**config.mk**
```make
export PLATFORM = sky130hd
export DESIGN_NAME = bgrf_top
export DESIGN_NICKNAME = d
export VERILOG_FILES = /design/src/common/bgrf_pkg.sv /design/src/logic/bgrf_ctl_regs.sv /design/src/logic/bgrf_top.sv
export VERILOG_INCLUDE_DIRS = /design/src /design/src/common
export SDC_FILE = /design/constraint.sdc
export NUM_CORES = 2
export LEC_CHECK = 0
export BUFFER_PORTS_ARGS = -buffer_cell sky130_fd_sc_hd__buf_2
export CAP_MARGIN = 40
export CORE_ASPECT_RATIO = 1.25
export CORE_UTILIZATION = 62
export CTS_CLUSTER_DIAMETER = 50
export DETAILED_ROUTE_END_ITERATION = 16
export GPL_ROUTABILITY_DRIVEN = 0
export GPL_TIMING_DRIVEN = 0
export PLACE_DENSITY = 0.92
export SYNTH_ARGS = -nofsm -noshare
export SYNTH_HDL_FRONTEND = slang
export SYNTH_SLANG_ARGS = --single-unit
```
**constraint.sdc**
```tcl
create_clock -name core_clk_i -period 7.4 [get_ports core_clk_i]
set_clock_uncertainty 0.1 [all_clocks]
set_input_delay 1.11 -clock core_clk_i [delete_from_list [all_inputs] [get_ports core_clk_i]]
set_output_delay 1.11 -clock core_clk_i [all_outputs]
set_load 0.01 [all_outputs]
```
**src/common/bgrf_map.svh**
```systemverilog
/*
 * Constants of the banked general register file: physical layout of the
 * twenty-four registers, visible index values and reset values.
 * Assumes it is included by bare name and only holds definitions.
 */
`ifndef BGRF_MAP_SVH
`define BGRF_MAP_SVH

// ****************************************************************
// Physical register layout
// ****************************************************************
`define BGRF_NUM_REGS 24
`define BGRF_PHYS_BANK0 5'h00
`define BGRF_PHYS_BANK1 5'h08
`define BGRF_PHYS_SHARED 5'h10
`define BGRF_PHYS_IDX15 5'h17

// ****************************************************************
// Visible index values
// ****************************************************************
`define BGRF_VIS_IDX0 4'h0
`define BGRF_VIS_HIGH_BIT 3

// ****************************************************************
// Reset values
// ****************************************************************
`define BGRF_MD_RST 1'b1
`define BGRF_RB_RST 1'b1
`define BGRF_VBR_RST 32'h0000_0000

`endif

```
**src/common/bgrf_pkg.sv**
```systemverilog
/*
 * Types shared by the banked general register file and its control
 * register bank: request and answer structs and the control target enum.
 * Assumes the map header sits on the include path.
 */
package bgrf_pkg;

  // ****************************************************************
  // Control instruction targets
  // ****************************************************************
  typedef enum logic [2:0] {
    BGRF_CTL_BANK,
    BGRF_CTL_SSW,
    BGRF_CTL_SPC,
    BGRF_CTL_VBR,
    BGRF_CTL_SGR,
    BGRF_CTL_DBR
  } bgrf_ctl_sel_t;

  // ****************************************************************
  // Request and answer structs
  // ****************************************************************
  typedef struct packed {
    logic valid;
    logic [3:0] idx_a;
    logic [3:0] idx_b;
  } bgrf_rd_req_t;

  typedef struct packed {
    logic valid;
    logic [31:0] data_a;
    logic [31:0] data_b;
    logic [31:0] index_r0;
  } bgrf_rd_rsp_t;

  typedef struct packed {
    logic en;
    logic [3:0] idx;
    logic [31:0] data;
  } bgrf_wr_req_t;

  typedef struct packed {
    logic en;
    logic store;
    bgrf_ctl_sel_t sel;
    logic [2:0] bidx;
    logic [31:0] data;
  } bgrf_ctl_req_t;

  typedef struct packed {
    logic en;
    logic md;
    logic rb;
  } bgrf_mode_req_t;

  typedef struct packed {
    logic take;
    logic [31:0] status_word;
    logic [31:0] pc;
  } bgrf_exc_t;

endpackage

```
**src/logic/bgrf_ctl_regs.sv**
```systemverilog
/*
 * Privileged control register bank: saved status word, saved program
 * counter, vector base, saved index-15 copy and debug base.
 * Assumes the parent only presents writes that passed the privilege check.
 */
module bgrf_ctl_regs
  import bgrf_pkg::*;
(
  input wire logic core_clk_i,
  input wire logic rst_n_i,
  input wire logic wr_en_i,
  input wire bgrf_pkg::bgrf_ctl_sel_t sel_i,
  input wire logic [31:0] wdata_i,
  input wire bgrf_pkg::bgrf_exc_t exc_i,
  input wire logic [31:0] idx15_i,
  output logic [31:0] rdata_o
);
  import bgrf_pkg::*;
  `include "bgrf_map.svh"

  logic [31:0] ssw_q, ssw_d;
  logic [31:0] spc_q, spc_d;
  logic [31:0] vbr_q, vbr_d;
  logic [31:0] sgr_q, sgr_d;
  logic [31:0] dbr_q, dbr_d;

  // Exception capture takes priority over a software load in the same cycle.
  always_comb
  begin
    ssw_d = ssw_q;
    spc_d = spc_q;
    vbr_d = vbr_q;
    sgr_d = sgr_q;
    dbr_d = dbr_q;
    if (wr_en_i)
    begin
      unique case (sel_i)
        BGRF_CTL_SSW: ssw_d = wdata_i;
        BGRF_CTL_SPC: spc_d = wdata_i;
        BGRF_CTL_VBR: vbr_d = wdata_i;
        BGRF_CTL_SGR: sgr_d = wdata_i;
        BGRF_CTL_DBR: dbr_d = wdata_i;
        default: ;
      endcase
    end
    if (exc_i.take)
    begin
      ssw_d = exc_i.status_word;
      spc_d = exc_i.pc;
      sgr_d = idx15_i;
    end
    if (!rst_n_i)
      vbr_d = `BGRF_VBR_RST;
  end

  // Registers only; the saved copies carry no reset value.
  always_ff @(posedge core_clk_i)
  begin
    ssw_q <= ssw_d;
    spc_q <= spc_d;
    vbr_q <= vbr_d;
    sgr_q <= sgr_d;
    dbr_q <= dbr_d;
  end

  // Read mux for the store-control path.
  always_comb
  begin
    unique case (sel_i)
      BGRF_CTL_SSW: rdata_o = ssw_q;
      BGRF_CTL_SPC: rdata_o = spc_q;
      BGRF_CTL_VBR: rdata_o = vbr_q;
      BGRF_CTL_SGR: rdata_o = sgr_q;
      BGRF_CTL_DBR: rdata_o = dbr_q;
      default: rdata_o = 32'h0000_0000;
    endcase
  end
endmodule

```
**src/logic/bgrf_top.sv**
```systemverilog
/*
 * Banked general register file of the CPU core: twenty-four 32-bit
 * registers seen as sixteen, plus mode and bank bits and the privileged
 * control registers reached by the control instructions.
 * Assumes the execution pipeline drives all requests synchronously to
 * core_clk_i and accepts answers one cycle after a request.
 */
module bgrf_top
  import bgrf_pkg::*;
(
  input wire logic core_clk_i,
  input wire logic rst_n_i,
  input wire bgrf_pkg::bgrf_rd_req_t rd_req_i,
  input wire bgrf_pkg::bgrf_wr_req_t wr_req_i,
  input wire bgrf_pkg::bgrf_ctl_req_t ctl_req_i,
  input wire bgrf_pkg::bgrf_mode_req_t mode_req_i,
  input wire bgrf_pkg::bgrf_exc_t exc_i,
  output bgrf_pkg::bgrf_rd_rsp_t rd_rsp_o,
  output logic [31:0] ctl_rdata_o,
  output logic ctl_ack_o,
  output logic ctl_fault_o,
  output logic processor_mode_bit_o,
  output logic bank_select_bit_o
);
  import bgrf_pkg::*;
  `include "bgrf_map.svh"

  // ****************************************************************
  // Index decoding
  // ****************************************************************

  // Maps a visible index to the physical register for the given mode.
  function automatic logic [4:0] vis_to_phys(input logic [3:0] idx, input logic md, input logic rb);
    logic [4:0] base;
    base = `BGRF_PHYS_BANK0;
    if (idx[`BGRF_VIS_HIGH_BIT])
      base = `BGRF_PHYS_SHARED;
    else if (md && rb)
      base = `BGRF_PHYS_BANK1;
    return base + {2'b00, idx[2:0]};
  endfunction

  // Maps a control-instruction bank index to the bank not currently visible in privileged mode.
  function automatic logic [4:0] hidden_to_phys(input logic [2:0] bidx, input logic rb);
    logic [4:0] base;
    base = rb ? `BGRF_PHYS_BANK0 : `BGRF_PHYS_BANK1;
    return base + {2'b00, bidx};
  endfunction

  // ****************************************************************
  // State
  // ****************************************************************
  logic [31:0] regs_q [`BGRF_NUM_REGS];
  logic [31:0] regs_d [`BGRF_NUM_REGS];
  logic md_q, md_d;
  logic rb_q, rb_d;
  bgrf_rd_rsp_t rsp_q, rsp_d;
  logic [31:0] ctl_rdata_q, ctl_rdata_d;
  logic ctl_ack_q, ctl_ack_d;
  logic ctl_fault_q, ctl_fault_d;
  logic [31:0] ctl_bank_rdata;
  logic [31:0] ctl_priv_rdata;
  logic ctl_priv_wr;
  logic ctl_allowed;
  logic [4:0] wr_phys;
  logic [4:0] rd_phys_a;
  logic [4:0] rd_phys_b;
  logic [4:0] rd_phys_r0;
  logic [4:0] hid_phys;

  // ****************************************************************
  // Combinational selection
  // ****************************************************************

  always_comb
  begin
    wr_phys = vis_to_phys(wr_req_i.idx, md_q, rb_q);
    rd_phys_a = vis_to_phys(rd_req_i.idx_a, md_q, rb_q);
    rd_phys_b = vis_to_phys(rd_req_i.idx_b, md_q, rb_q);
    rd_phys_r0 = vis_to_phys(`BGRF_VIS_IDX0, md_q, rb_q);
    hid_phys = hidden_to_phys(ctl_req_i.bidx, rb_q);
  end

  always_comb
  begin
    ctl_allowed = md_q;
    ctl_priv_wr = ctl_req_i.en && !ctl_req_i.store && ctl_allowed && (ctl_req_i.sel != BGRF_CTL_BANK);
    ctl_bank_rdata = regs_q[hid_phys];
  end

  // ****************************************************************
  // Privileged control registers
  // ****************************************************************

  // Holds the saved copies; captures them when an exception is taken.
  bgrf_ctl_regs u_ctl_regs (
    .core_clk_i(core_clk_i),
    .rst_n_i(rst_n_i),
    .wr_en_i(ctl_priv_wr),
    .sel_i(ctl_req_i.sel),
    .wdata_i(ctl_req_i.data),
    .exc_i(exc_i),
    .idx15_i(regs_q[`BGRF_PHYS_IDX15]),
    .rdata_o(ctl_priv_rdata)
  );

  // ****************************************************************
  // Mode and bank bits
  // ****************************************************************

  // Exception entry wins over a mode load in the same cycle; user loads are dropped.
  always_comb
  begin
    md_d = md_q;
    rb_d = rb_q;
    if (mode_req_i.en && md_q)
    begin
      md_d = mode_req_i.md;
      rb_d = mode_req_i.rb;
    end
    if (exc_i.take)
    begin
      md_d = 1'b1;
      rb_d = 1'b1;
    end
    if (!rst_n_i)
    begin
      md_d = `BGRF_MD_RST;
      rb_d = `BGRF_RB_RST;
    end
  end

  // Registers the mode and bank bits.
  always_ff @(posedge core_clk_i)
  begin
    md_q <= md_d;
    rb_q <= rb_d;
  end

  // ****************************************************************
  // General register array
  // ****************************************************************

  // Pipeline write goes through the visible map, control load to the hidden bank.
  always_comb
  begin
    regs_d = regs_q;
    if (wr_req_i.en)
      regs_d[wr_phys] = wr_req_i.data;
    if (ctl_req_i.en && !ctl_req_i.store && ctl_allowed && (ctl_req_i.sel == BGRF_CTL_BANK))
      regs_d[hid_phys] = ctl_req_i.data;
  end

  always_ff @(posedge core_clk_i)
  begin
    regs_q <= regs_d;
  end

  // ****************************************************************
  // Answers
  // ****************************************************************

  // Read answers show the array before any write of the same cycle.
  always_comb
  begin
    rsp_d.valid = rd_req_i.valid;
    rsp_d.data_a = regs_q[rd_phys_a];
    rsp_d.data_b = regs_q[rd_phys_b];
    rsp_d.index_r0 = regs_q[rd_phys_r0];
    ctl_ack_d = ctl_req_i.en;
    ctl_fault_d = ctl_req_i.en && !ctl_allowed;
    ctl_rdata_d = 32'h0000_0000;
    if (ctl_req_i.en && ctl_req_i.store && ctl_allowed)
      ctl_rdata_d = (ctl_req_i.sel == BGRF_CTL_BANK) ? ctl_bank_rdata : ctl_priv_rdata;
    if (!rst_n_i)
    begin
      rsp_d = '0;
      ctl_ack_d = 1'b0;
      ctl_fault_d = 1'b0;
      ctl_rdata_d = 32'h0000_0000;
    end
  end

  // Registers every answer so all outputs leave from flip-flops.
  always_ff @(posedge core_clk_i)
  begin
    rsp_q <= rsp_d;
    ctl_ack_q <= ctl_ack_d;
    ctl_fault_q <= ctl_fault_d;
    ctl_rdata_q <= ctl_rdata_d;
  end

  // Output assignments.
  assign rd_rsp_o = rsp_q;
  assign ctl_rdata_o = ctl_rdata_q;
  assign ctl_ack_o = ctl_ack_q;
  assign ctl_fault_o = ctl_fault_q;
  assign processor_mode_bit_o = md_q;
  assign bank_select_bit_o = rb_q;
endmodule
```
==> results.yml, run 1 <==
status:
  outcome: "did not finish"
  lastStage: "global routing (5_1_grt)"
  stop_error: "[ERROR GRT-0116] Global routing finished with congestion. Check the congestion regions in the DRC Viewer."
synthesis:
  yosys_warnings: 0
  syn-num-nets: 5498
  synth_largest_area_cell: "dfxtp_1"
  syn_area_sq_um: 56700
  synthTopCellsByCount: "mux2i_1, nand2_1, dfxtp_1, edfxtp_1, nor2_1"
  synth_edf_count: 384
  synthCells: 5342
  synth_async_sr_flop_share_pct: 0
  synth.most_common_cell: "mux2i_1"
  synth.area.top_cells: "dfxtp_1, edfxtp_1, mux2i_1"
  syn_area_per_cell_sq_um: 10.6
  synth_top_cell_area_share_pct: 23.9
  synthFlopType: "dfxtp_1"
  synth-seq-cells: 1061
  yosysUniqueCellTypes: 54
  ys_seq_area_share_pct: 44.3
cts:
  cts_max_level: 3
  cts-resized-gates: 0
  postCtsSetupRepairBufs: 0
  cts_hold_buf: 0
  numCtsBuffers: 110
  cts.sinks: 1061
  clock_path_buffers: 3
  cts_root_buf: "clkbuf_16"
placed_design:
  port-buffer-count: 283
  dpl_cell_area_sq_um: 60900
  dpl.hpwl_um: 200000
  place_inst: 6901
die:
  die_height_um: 340
  initial_utilization_pct: 62.8
  io_pins: 289
  die_w_um: 272
  rows: 123
global_routing:
  grt_overflow: 527
  grt_pass1_vias: 64300
  grt_pass1_wl_um: 524000
  grt_max_degree: 28
  grt_usage_pct: 79.5
-- stage by stage --
stage	utilization [%]	hold WS (ns)	setup slack, ns
after floorplan	-	0.340	1.81
after global placement	66.0	0.348	-1.18
after detailed placement	67.5	0.357	3.09
after CTS	71.7	0.366	3.76
-- logic make-up after synthesis --
kind of cell | synth area share (%)
flip-flops | 44.3
multiplexers | 29.7
AND/OR/NAND/NOR | 10.7
buffers and inverters | 4.27
AO/OA/AOI/OAI | 11.1
-- per-layer routing --
layer	track usage [%]	overflow
met5	54.7	18
met3	73.9	52
met4	73.9	199
met1	78.9	71
met2	89.4	187
==> inputs of run 2 (changes only) <==
--- a/config.mk
+++ b/config.mk
@@ -8,13 +8,11 @@
 export LEC_CHECK = 0
 export BUFFER_PORTS_ARGS = -buffer_cell sky130_fd_sc_hd__buf_2
 export CAP_MARGIN = 40
-export CORE_ASPECT_RATIO = 1.25
-export CORE_UTILIZATION = 62
-export CTS_CLUSTER_DIAMETER = 50
+export CORE_UTILIZATION = 40
 export DETAILED_ROUTE_END_ITERATION = 16
 export GPL_ROUTABILITY_DRIVEN = 0
 export GPL_TIMING_DRIVEN = 0
-export PLACE_DENSITY = 0.92
+export PLACE_DENSITY_LB_ADDON = 0.15
 export SYNTH_ARGS = -nofsm -noshare
 export SYNTH_HDL_FRONTEND = slang
 export SYNTH_SLANG_ARGS = --single-unit
==> run 2 against run 1 <==
  * The flow now finishes without violations
  * Synthesized area did not move
  * Synthesized cell count unchanged
==> results.yml, run 2 <==
status:
  outcome: "complete, no violations"
pwr:
  p_comb_share_pct: 20.5
  power_frac_seq_pct: 43.8
  p_total_w: 0.0177
  power_density_nw_per_um2: 269
  ir_drop_v: 0.000194
  swShare_pct: 31.7
  p_switching_w: 0.00560
  power.share.clock_pct: 35.8
  p_int_w: 0.0121
  power_leakage_nw: 26.8
layout:
  nNetsFinal: 5989
  area_growth_pct: 16.1
  fin_area_sq_um: 65800
  multi_input_area_sq_um: 29300
  stdcell_count: 7816
  post-route-util_pct: 47.0
  layout-drive-gt1-share_pct: 17.8
  mostFrequentLayoutCells: "mux2i_1, nand2_1, dfxtp_1"
  fillCellCount: 13300
  seqCellArea_sq_um: 25100
  mostFrequentLayoutCell: "mux2i_1"
cts:
  postCtsSetupRepairBufs: 0
  cts_root_buf: "clkbuf_16"
  worst_skew_pair.late_latency_ns: 0.80
  numCtsBuffers: 120
  cts_hold_buf: 0
  cts_tree: "done"
  clkTransAtPathRegs_ns: 0.06
  cts-resized-gates: 0
  cts.sinks: 1061
  cts_max_level: 3
  clock_path_buffers: 3
sta:
  timing.final.crit_share_pct: 52.5
  slew_viol_final: 0
  setup_viol: 0
  hold_violations: 0
  relSlewSlack_pct: 27.5
  fin_hold_ws_ns: 0.366
  finalCriticalPeriod_ns: 3.88
  rsz0062_at_grt: "no"
  fmax_ghz: 0.258
  tightest_slew_ns: 1.09
hold_path:
  hold_class: "reg -> reg"
  min_from: "u_ctl_regs.vbr_q[26]"
  hold_end: "u_ctl_regs.vbr_q[26]"
  hold_path_depth: 2
setup_path:
  r2r_start: "processor_mode_bit_o"
  r2r_cells: 8
  crit_fanout: 10
  crit_type: "in -> reg"
  ff2ff_setup_slack_ns: 3.82
  critPathCaptureType: "register"
  start_kind: "input port"
  reg2reg_to: "rd_rsp_o[84]"
  arrival_ns: 4.36
  required_ns: 7.88
synthesis:
  yosys_warnings: 0
  syn-num-nets: 5498
  yosysUniqueCellTypes: 54
  synth_async_sr_flop_share_pct: 0
  synthFlopType: "dfxtp_1"
  ys_seq_area_share_pct: 44.3
  synth_edf_count: 384
  synth.area.top_cells: "dfxtp_1, edfxtp_1, mux2i_1"
  synthCells: 5342
  synth.most_common_cell: "mux2i_1"
  syn_area_per_cell_sq_um: 10.6
  synthTopCellsByCount: "mux2i_1, nand2_1, dfxtp_1, edfxtp_1, nor2_1"
  synth_largest_area_cell: "dfxtp_1"
  synth-seq-cells: 1061
  syn_area_sq_um: 56700
  synth_top_cell_area_share_pct: 23.9
global_routing:
  grt_pass1_vias: 46100
  grt_usage_pct: 36.5
  grt_overflow: 0
  antenna_found_initial: 10
  grt_max_degree: 25
  grt_pass1_wl_um: 361000
route:
  drcViolationCount: 0
  vias: 49800
  drtIter0Drc: 7850
  ant_nets: 0
  vias_per_cell: 6.37
  routed_wl_um: 269000
  first_pass_iters: 9
  wl_per_cell_um: 34.4
die:
  die_w_um: 378
  dieArea_sq_um: 143000
  initial_utilization_pct: 40.5
  rows: 137
  core_sq_um: 140000
  io_pins: 289
  die_height_um: 378
placed_design:
  port-buffer-count: 283
  dpl_cell_area_sq_um: 61600
  place_inst: 7581
  dpl.hpwl_um: 212000
job:
  drv_cap: 0
-- run 2: worst max-delay path by stage --
stage	from	end	slack (ns)	cells after the start
final	rd_req_i[1]	rd_rsp_o[32]	3.52	6
after global routing	rst_n_i	rd_rsp_o[46]	3.63	6
after floorplan	ctl_req_i[35]	u_ctl_regs.ssw_q[0]	1.81	4
after CTS	ctl_req_i[32]	ctl_rdata_o[13]	3.78	7
after detailed placement	ctl_req_i[32]	ctl_rdata_o[13]	2.94	7
after global placement	ctl_req_i[36]	u_ctl_regs.ssw_q[9]	-2.17	4
-- run 2: area by class of cell --
class                      instances  share of cell area (%)
multi-input combinational       3718                    44.5
sequential                      1061                    38.1
clock buffer                     165                    5.22
timing repair buffer             369                    3.85
buffer                           543                    3.57
tap                             1876                    3.57
clock inverter                    63                    1.04
inverter                          20                   0.114
antenna                            1                 0.00381
-- run 2: power groups by stage --
stage	logic (W)	clock network, W	registers (W)
4_1_cts	0.00348	0.00635	0.00769
6_report	0.00362	0.00632	0.00774
3_3_place_gp	0.00337	0	0.00778
2_1_floorplan	0.00220	0	0.00751
3_5_place_dp	0.00348	0	0.00781
5_1_grt	0.00373	0.00658	0.00780
-- run 2: stage by stage --
step,TNS [ns],setup slack [ns]
floorplan,0,1.81
global placement,-74.27,-2.17
detailed placement,0,2.94
CTS,0,3.78
global route,0,3.63
finish,0,3.52
-- run 2: layer usage --
layer,global-route usage (%),wire length (um),share of wire [%]
met4,28.1,25000,9.3
met1,47.3,103000,38
met2,52.6,112000,42
met3,8.32,28100,10
met5,0,81,0.030
-- run 2: cell families (layout without fill, tap and decap cells) --
group / Yosys count / in the layout / synth area share, %
mux: 1366 / 1366 / 29.7
other cells: 0 / 1 / 0
compound gates: 986 / 986 / 11.1
flops: 1061 / 1061 / 44.3
simple gates: 1366 / 1366 / 10.7
buf+inv: 563 / 1160 / 4.27
-- run 2: critical path, stage by stage --
cell,delay (ns)
buf_2,0.12
buf_2,0.55
clkbuf_1,0.69
buf_2,0.68
mux2i_1,0.32
o211ai_1,0.86
Power figures use the tool's default switching activity.
